--- config.mk ---
export PLATFORM = sky130hd
export DESIGN_NAME = rx_realign_device_flat
export DESIGN_NICKNAME = d
export VERILOG_FILES = /design/src/verilog/rx_realign_pkg.sv /design/src/verilog/rx_realign_if.sv /design/src/verilog/sync_fifo.sv /design/src/verilog/rx_realign_device.sv /design/src/flat_wrapper.sv
export VERILOG_INCLUDE_DIRS = /design/src /design/src/verilog
export SDC_FILE = /design/constraint.sdc
export NUM_CORES = 1
export LEC_CHECK = 0
export ABC_CLOCK_PERIOD_IN_PS = 2500
export BUFFER_PORTS_ARGS = -buffer_cell sky130_fd_sc_hd__buf_2
export CAP_MARGIN = 5
export CORE_MARGIN = 3
export CORE_UTILIZATION = 54
export CTS_CLUSTER_SIZE = 8
export DETAILED_ROUTE_END_ITERATION = 6
export PLACE_DENSITY_LB_ADDON = 0.15
export SYNTH_ARGS = -nofsm -noshare
export SYNTH_HDL_FRONTEND = slang
export SYNTH_HIERARCHICAL = 1
export SYNTH_SLANG_ARGS = --single-unit
--- constraint.sdc ---
create_clock -name clock_i -period 2.5 [get_ports clock_i]
set_clock_uncertainty 0.05 [all_clocks]
set_input_delay 0.125 -clock clock_i [delete_from_list [all_inputs] [get_ports clock_i]]
set_output_delay 0.125 -clock clock_i [all_outputs]
set_load 0.02 [all_outputs]
--- src/verilog/rx_realign_defines.svh ---
`ifndef RX_REALIGN_DEFINES_SVH
`define RX_REALIGN_DEFINES_SVH

// Synchroniser depth in words
`define SYNC_FIFO_DEPTH 4
// Allowed deserialisation factors
`define WORD_WIDTH_NARROW 8
`define WORD_WIDTH_WIDE 10
// Least request high time and least low time, in parallel-clock periods
`define ALIGN_HIGH_CYCLES 2
`define ALIGN_LOW_CYCLES 3
// Divider from the system clock to the parallel word rate
`define WORD_RATE_DIV 10
// Fill level at which reading starts, half the FIFO
`define SYNC_FIFO_PRIME 2
// Source clock multiplier giving the serial bit clock
`define BIT_CLOCK_MULT 10

`endif

--- src/verilog/rx_realign_pkg.sv ---
package rx_realign_pkg;

typedef enum logic [1:0] {
    ALIGN_IDLE = 2'b00,
    ALIGN_CHECK = 2'b01,
    ALIGN_PULSE = 2'b10,
    ALIGN_GAP = 2'b11
} align_state_e;

typedef logic [3:0] slip_count_t;

endpackage

--- src/verilog/rx_realign_if.sv ---
`timescale 1ns/1ps

interface rx_realign_if #(
    parameter int WORD_W = 10
);
    logic [WORD_W-1:0] word;
    logic word_valid;
    logic word_ready;
    logic align_req;
    logic word_tick;

    modport device (
        output word,
        output word_valid,
        input word_ready,
        input align_req,
        output word_tick
    );

    modport fabric (
        input word,
        input word_valid,
        output word_ready,
        output align_req,
        input word_tick
    );
endinterface

--- src/verilog/sync_fifo.sv ---
`timescale 1ns/1ps

module sync_fifo #(
    parameter int WIDTH = 10,
    parameter int DEPTH = 4
) (
    input wire logic clock_i,
    input wire logic rst_b_i,
    input wire logic [WIDTH-1:0] in_data_i,
    input wire logic in_valid_i,
    output logic in_ready_o,
    output logic [WIDTH-1:0] out_data_o,
    output logic out_valid_o,
    input wire logic out_ready_i,
    output logic [$clog2(DEPTH):0] level_o
);
    localparam int AW = $clog2(DEPTH);

    logic [WIDTH-1:0] mem [DEPTH];
    logic [AW-1:0] wr_ptr;
    logic [AW-1:0] rd_ptr;
    logic [AW:0] count;
    logic do_wr;
    logic do_rd;

    assign do_wr = in_valid_i && in_ready_o;
    assign do_rd = out_valid_o && out_ready_i;
    assign in_ready_o = (count != (AW+1)'(DEPTH));
    assign out_valid_o = (count != '0);
    assign out_data_o = mem[rd_ptr];
    assign level_o = count;

    always_ff @(posedge clock_i) begin
        if (do_wr) begin
            mem[wr_ptr] <= in_data_i;
        end
    end

    always_ff @(posedge clock_i or negedge rst_b_i) begin
        if (!rst_b_i) begin
            wr_ptr <= '0;
            rd_ptr <= '0;
            count <= '0;
        end else begin
            if (do_wr) begin
                wr_ptr <= (wr_ptr == AW'(DEPTH - 1)) ? '0 : wr_ptr + AW'(1);
            end
            if (do_rd) begin
                rd_ptr <= (rd_ptr == AW'(DEPTH - 1)) ? '0 : rd_ptr + AW'(1);
            end
            count <= count + (AW+1)'(do_wr) - (AW+1)'(do_rd);
        end
    end
endmodule

--- src/verilog/rx_realign_device.sv ---
`timescale 1ns/1ps
`include "rx_realign_defines.svh"

// Overview of operation
// - Each channel owns its own word synchroniser
// - Synchroniser is a four-word FIFO, word-wide
// - Written at word rate, read on rd_tick of the same clock
// - Both clocks share one frequency exactly
// - No flags or enables offered to users; FIFO ready is still output on par_word_ready_o
// - Realign parallel words per channel, shared clock
// - Request comes from a pin or logic
// - Each request rising edge slips one bit
// - Realigner never bypassed, otherwise pure latency
// - User logic retries request until pattern matches
// - Word width selectable, 8 or 10
// - Output mixes two bit-slip registers by count
// - Past last position: later register, count zero
// - Valid word resumes on next word cycle
// - Request held high two word periods
// - Request held low three word periods between
// - Fabric registers incoming words before checking
// - Fabric registers request before the realigner
// - Bit clock is source clock times multiplier
module rx_realign_device
    import rx_realign_pkg::*;
#(
    parameter int WORD_W = `WORD_WIDTH_WIDE,
    parameter int DEPTH = `SYNC_FIFO_DEPTH,
    parameter int DIV = `WORD_RATE_DIV,
    parameter int MULT = `BIT_CLOCK_MULT
) (
    input wire logic clock_i,
    input wire logic rst_b_i,
    input wire logic [WORD_W-1:0] par_word_i,
    input wire logic align_pin_i,
    input wire logic align_from_pin_i,
    output logic par_word_ready_o,
    output logic [7:0] bit_clock_mult_o,
    rx_realign_if.device fab
);
    localparam int LW = $clog2(DEPTH);

    // ----------------------------------------------------------------
    // Word-rate divider
    // ----------------------------------------------------------------
    logic [7:0] div_cnt;
    logic tick;

    always_ff @(posedge clock_i or negedge rst_b_i) begin
        if (!rst_b_i) begin
            div_cnt <= '0;
            tick <= 1'b0;
        end else begin
            tick <= (div_cnt == 8'(DIV - 1));
            div_cnt <= (div_cnt == 8'(DIV - 1)) ? '0 : div_cnt + 8'h01;
        end
    end

    // Multiplier reported for the bit clock generator outside
    always_ff @(posedge clock_i or negedge rst_b_i) begin
        if (!rst_b_i) begin
            bit_clock_mult_o <= 8'h00;
        end else begin
            bit_clock_mult_o <= 8'(MULT);
        end
    end

    // ----------------------------------------------------------------
    // Channel synchroniser
    // ----------------------------------------------------------------
    // Frequency lock keeps the fill near half, so the flag on par_word_ready_o stays high.
    logic [WORD_W-1:0] sync_word;
    logic sync_valid;
    logic sync_in_ready;
    logic [LW:0] sync_level;
    logic primed;
    logic rd_tick;

    sync_fifo #(.WIDTH(WORD_W), .DEPTH(DEPTH)) u_sync (
        .clock_i(clock_i),
        .rst_b_i(rst_b_i),
        .in_data_i(par_word_i),
        .in_valid_i(tick),
        .in_ready_o(sync_in_ready),
        .out_data_o(sync_word),
        .out_valid_o(sync_valid),
        .out_ready_i(rd_tick),
        .level_o(sync_level)
    );

    always_ff @(posedge clock_i or negedge rst_b_i) begin
        if (!rst_b_i) begin
            primed <= 1'b0;
        end else if (sync_level >= (LW+1)'(`SYNC_FIFO_PRIME)) begin
            primed <= 1'b1;
        end
    end

    // Read on the shared clock phase, in the same tick as a write, two ticks after the word was written.
    // Stall from the fabric backs up the FIFO and reaches par_word_ready_o.
    assign rd_tick = tick && primed && sync_valid && (!fab.word_valid || fab.word_ready);

    always_ff @(posedge clock_i or negedge rst_b_i) begin
        if (!rst_b_i) begin
            par_word_ready_o <= 1'b0;
        end else begin
            par_word_ready_o <= sync_in_ready;
        end
    end

    // ----------------------------------------------------------------
    // Request edge capture
    // ----------------------------------------------------------------
    logic req_in;
    logic req_q;
    logic req_armed;
    logic slip_req;

    assign req_in = align_from_pin_i ? align_pin_i : fab.align_req;

    always_ff @(posedge clock_i or negedge rst_b_i) begin
        if (!rst_b_i) begin
            req_q <= 1'b0;
            req_armed <= 1'b1;
        end else if (tick) begin
            req_q <= req_in;
            if (!req_q) begin
                req_armed <= 1'b1;
            end else if (req_armed) begin
                req_armed <= 1'b0;
            end
        end
    end

    assign slip_req = tick && req_q && req_armed;

    // ----------------------------------------------------------------
    // Bit-slip registers and slip counter
    // ----------------------------------------------------------------
    logic [WORD_W-1:0] slip_reg2;
    logic [WORD_W-1:0] slip_reg3;
    slip_count_t slip_cnt;
    logic hold_word;
    logic [2*WORD_W-1:0] joined;
    logic [WORD_W-1:0] aligned;

    always_ff @(posedge clock_i or negedge rst_b_i) begin
        if (!rst_b_i) begin
            slip_reg2 <= '0;
            slip_reg3 <= '0;
        end else if (rd_tick) begin
            slip_reg3 <= sync_word;
            slip_reg2 <= slip_reg3;
        end
    end

    always_ff @(posedge clock_i or negedge rst_b_i) begin
        if (!rst_b_i) begin
            slip_cnt <= '0;
            hold_word <= 1'b0;
        end else if (slip_req) begin
            if (slip_cnt == slip_count_t'(WORD_W - 1)) begin
                slip_cnt <= '0;
                hold_word <= 1'b1;
            end else begin
                slip_cnt <= slip_cnt + slip_count_t'(1);
            end
        end else if (rd_tick) begin
            hold_word <= 1'b0;
        end
    end

    assign joined = {slip_reg3, slip_reg2};
    assign aligned = joined[slip_cnt +: WORD_W];

    // ----------------------------------------------------------------
    // Output to the fabric
    // ----------------------------------------------------------------
    always_ff @(posedge clock_i or negedge rst_b_i) begin
        if (!rst_b_i) begin
            fab.word <= '0;
            fab.word_valid <= 1'b0;
            fab.word_tick <= 1'b0;
        end else begin
            fab.word_tick <= tick;
            if (rd_tick && !hold_word) begin
                fab.word <= aligned;
                fab.word_valid <= 1'b1;
            end else if (fab.word_ready) begin
                fab.word_valid <= 1'b0;
            end
        end
    end

    initial begin
        if (WORD_W != `WORD_WIDTH_NARROW && WORD_W != `WORD_WIDTH_WIDE) begin
            $error("word width must be 8 or 10");
        end
    end
endmodule

--- src/flat_wrapper.sv ---
// flat-port wrapper written by rule: the top's interface ports become plain ports
module rx_realign_device_flat import rx_realign_pkg::*;
#(
    parameter int WORD_W = `WORD_WIDTH_WIDE,
    parameter int DEPTH = `SYNC_FIFO_DEPTH,
    parameter int DIV = `WORD_RATE_DIV,
    parameter int MULT = `BIT_CLOCK_MULT
)
  (clock_i, rst_b_i, par_word_i, align_pin_i, align_from_pin_i, par_word_ready_o, bit_clock_mult_o, fab_word, fab_word_valid, fab_word_ready, fab_align_req, fab_word_tick);
  rx_realign_if #(.WORD_W(WORD_W)) fab_i ();
  input wire logic clock_i;
  input wire logic rst_b_i;
  input wire logic [WORD_W-1:0] par_word_i;
  input wire logic align_pin_i;
  input wire logic align_from_pin_i;
  output logic par_word_ready_o;
  output logic [7:0] bit_clock_mult_o;
  output wire logic [$bits(fab_i.word)-1:0] fab_word;
  output wire logic [$bits(fab_i.word_valid)-1:0] fab_word_valid;
  input wire logic [$bits(fab_i.word_ready)-1:0] fab_word_ready;
  input wire logic [$bits(fab_i.align_req)-1:0] fab_align_req;
  output wire logic [$bits(fab_i.word_tick)-1:0] fab_word_tick;
  assign fab_word = fab_i.word;
  assign fab_word_valid = fab_i.word_valid;
  assign fab_i.word_ready = fab_word_ready;
  assign fab_i.align_req = fab_align_req;
  assign fab_word_tick = fab_i.word_tick;
  rx_realign_device #(.WORD_W(WORD_W), .DEPTH(DEPTH), .DIV(DIV), .MULT(MULT)) u_core (.clock_i(clock_i), .rst_b_i(rst_b_i), .par_word_i(par_word_i), .align_pin_i(align_pin_i), .align_from_pin_i(align_from_pin_i), .par_word_ready_o(par_word_ready_o), .bit_clock_mult_o(bit_clock_mult_o), .fab(fab_i));
endmodule
==> flow_summary.yaml <==
synthesis:
  postSynthCellCount: 328
  synth_edf_count: 40
  synth-seq-cells: 98
  ys_types: 52
  yosysTopAreaCellShare_pct: 29.6
  synthFlopType: "dfrtp_1"
  synth_top_area_cell: "dfrtp_1"
  seq_area_frac_synth_pct: 55.1
  async_reset_ff_share_pct: 59.2
  yosysWarnings: 6
  syn_avg_cell_area_um2: 14.7
  synth_area_leaders: "dfrtp_1 30%, edfxtp_1 25%, mux4_2 14%, mux2_2 5.8%, mux2i_1 3.7%"
  syn_area_um2: 4820
floorplan:
  die_area_um2: 10100
  initial_utilization_pct: 57.2
  die_w_um: 100
  std_cell_rows: 33
  fp.dieH_um: 100
  ioPinCount: 37
  core_um2: 8420
placed_design:
  dp_hpwl_mm: 5.55
  io_buffers: 30
  post_dp_cell_area_um2: 5040
  gp_congestion: 0.842
  dp.cells: 453
worst_setup_path:
  reg2reg_depth: 10
  rr_startpoint: "u_core/u_sync/level_o[1]"
  worst-endpoint-required_ps: 2730
  cpPeakStageDelay_ps: 430
  rrSetupSlack_ps: 100
  cp.arrival_ps: 2630
  cp_max_fo: 6
  cpMostUsedCell: "inv_1"
  worstPathCellList: "or3b_4, and2_4, inv_1, ha_4, inv_1, ha_1, inv_1, fa_2, xnor2_2, xnor2_1"
  critPathKind: "flop to flop"
  crit_path_end_kind: "flop"
  cp-endpoint: "u_core/u_sync/level_o[2]"
  cp_slowest_cell: "dfrtp_2"
  startpoint: "u_core/u_sync/level_o[1]"
  reg2reg_to: "u_core/u_sync/level_o[2]"
  startpoint_type: "flop"
pwr:
  p_per_area_nw_per_um2: 530
  internal_power_mw: 2.17
  p_sw_share_pct: 24.5
  ir_drop_mv: 0.397
  seqPwrFrac_pct: 59.0
  p_switching_uw: 705
  clockPowerShare_pct: 33.4
  leakage_nw: 2.15
  combPwrFrac_pct: 7.6
sta:
  finalCritPeriodShare_pct: 96.2
  report.final.slew_viol_count: 0
  slew_headroom_pct: 52.2
  fmax_mhz: 416
  hold_viol: 0
  finalSetupViolCount: 0
  whs_ps: 15.3
  worstMarginPinSlew_ps: 717
  period_minus_slack_ps: 2400
cts:
  ctsRootBufferMaster: "clkbuf_8"
  clock_path_buffers: 2
  cts_made_buffers: 9
  htree_levels: 3
  clock_sinks: 98
  clkTransAtPathRegs_ps: 90
  clk_latency_ps: 360
  cts_tree: "done"
worst_hold_path:
  hold_class: "input port to flop"
  holdPathStages: 3
global_routing:
  grt.total_usage_pct: 18.4
  grt_pass1_wl_mm: 14.1
  first_global_vias: 2691
  grt-ovfl-total: 0
  antenna_found_initial: 0
  grt_max_degree: 59
status:
  outcome: "complete, no violations"
routing:
  vias_per_cell: 5.63
  drt-pass1-iter-count: 4
  final_antenna_net_count: 0
  dr_total_vias: 2752
  routedWlPerCell_um: 17.2
  drc: 0
  drtIter0Drc: 139
  wirelength_mm: 8.40
final_layout:
  drive_above_1_share_pct: 35.9
  syn2layout_area_growth_pct: 12.8
  num_antenna_cells: 0
  layout_commonest_cell: "dfrtp_1"
  nNetsFinal: 405
  post-route-util_pct: 64.5
  layout_common_cells: "56 x dfrtp_1, 40 x edfxtp_1, 30 x buf_2"
  fin_area_um2: 5440
  fin_cells: 489
flow_run:
  cap_violations: 0
power groups by stage:
stage / registers, mW / logic (mW) / clock network [mW]
floorplan: 1.74 / 0.148 / 0
global placement: 1.73 / 0.208 / 0
detailed placement: 1.73 / 0.208 / 0
CTS: 1.70 / 0.222 / 0.990
global route: 1.70 / 0.242 / 1.07
finish: 1.70 / 0.220 / 0.962
metrics by stage:
stage	total power, mW	setup TNS (ps)	setup slack (ps)
detailed placement	1.94	-0.187	-0.187
floorplan	1.89	0	9.24
CTS	2.91	0	23.5
global placement	1.94	0	112
global route	3.01	-43.2	-43.2
finish	2.88	0	95.5
registers in the layout, indices dropped and copies added, names as in the netlist:
name,cells
u_core/bit_clock_mult_o,1
u_core/primed,1
u_core/u_sync/level_o,3
u_core/slip_reg2,10
u_core/slip_reg3,10
u_core/req_armed,1
u_core/fab.word_tick,1
u_core/slip_cnt,4
u_core/hold_word,1
u_core/fab.word_valid,1
u_core/div_cnt,8
u_core/par_word_ready_o,1
u_core/u_sync/wr_ptr,2
u_core/req_q,1
u_core/fab.word,10
u_core/u_sync/mem,40
u_core/tick,1
u_core/u_sync/rd_ptr,2
routing by layer:
metal  share of wire (%)  global-route usage, %  vias to the layer above  routed length, um
met1                  47                   26.0                     1380               3950
met3                 3.5                   4.01                        7                294
met5                   0                      0                        -                  0
li1                    -                      -                     1316                  -
met4                0.87                   5.28                        0                 73
met2                  49                   29.1                       49               4090
cell type report:
type / instances / area, um^2
clock buffer: 9 / 124
clock inverter: 7 / 62.6
fill: 636 / 2990
inverter: 13 / 48.8
multi-input combinational: 198 / 2000
sequential: 98 / 2660
tap: 105 / 131
timing repair buffer: 59 / 410
synth_stat cells, types with 4 or more instances:
| cell type | n |
|---|---|
| dfrtp_1 | 57 |
| edfxtp_1 | 40 |
| mux4_2 | 29 |
| mux2_2 | 25 |
| mux2i_1 | 18 |
| nor2_1 | 15 |
| inv_1 | 13 |
| nand2_1 | 13 |
| buf_4 | 11 |
| ha_1 | 9 |
| nand3_1 | 8 |
| buf_2 | 7 |
| xnor2_1 | 7 |
| a21oi_1 | 5 |
| o21ai_0 | 5 |
| a31oi_1 | 4 |
| and3_2 | 4 |
| clkbuf_1 | 4 |
| nand2b_1 | 4 |
| nand3b_1 | 4 |
timing repair:
action	CTS	global route
buffers inserted	1	7
pin swaps	0	7
cloned	0	0
resized for setup	2	4
hold buffers	12	0
endpoints found under the setup margin	1	1
endpoints found under the hold margin	98	0
worst min path at each step:
stage	start	end	slack (ps)
2_1_floorplan	rst_b_i	u_core/bit_clock_mult_o[1]	-220
3_3_place_gp	rst_b_i	u_core/fab.word[0]	260
3_5_place_dp	rst_b_i	u_core/fab.word[0]	260
4_1_cts	align_pin_i	u_core/req_q	0.5
5_1_grt	align_pin_i	u_core/req_q	10
6_report	align_pin_i	u_core/req_q	20
cell families after synthesis:
kind of cell	synth area share (%)
other	0.156
multiplexers	23.8
buffers and inverters	4.41
adder cells (fa/ha/maj)	2.75
AO/OA/AOI/OAI	4.34
AND/OR/NAND/NOR	7.69
XOR/XNOR	1.82
flip-flops	55.1
critical path, delay by kind of cell, from the launching register on:
| kind | cells | cell delay (ps) |
|---|---|---|
| buffers and inverters | 3 | 190 |
| flip-flops | 1 | 430 |
| XOR/XNOR | 2 | 340 |
| AND/OR/NAND/NOR | 2 | 600 |
| adder cells (fa/ha/maj) | 3 | 720 |
Note: power is estimated with default switching activity, not from simulation.
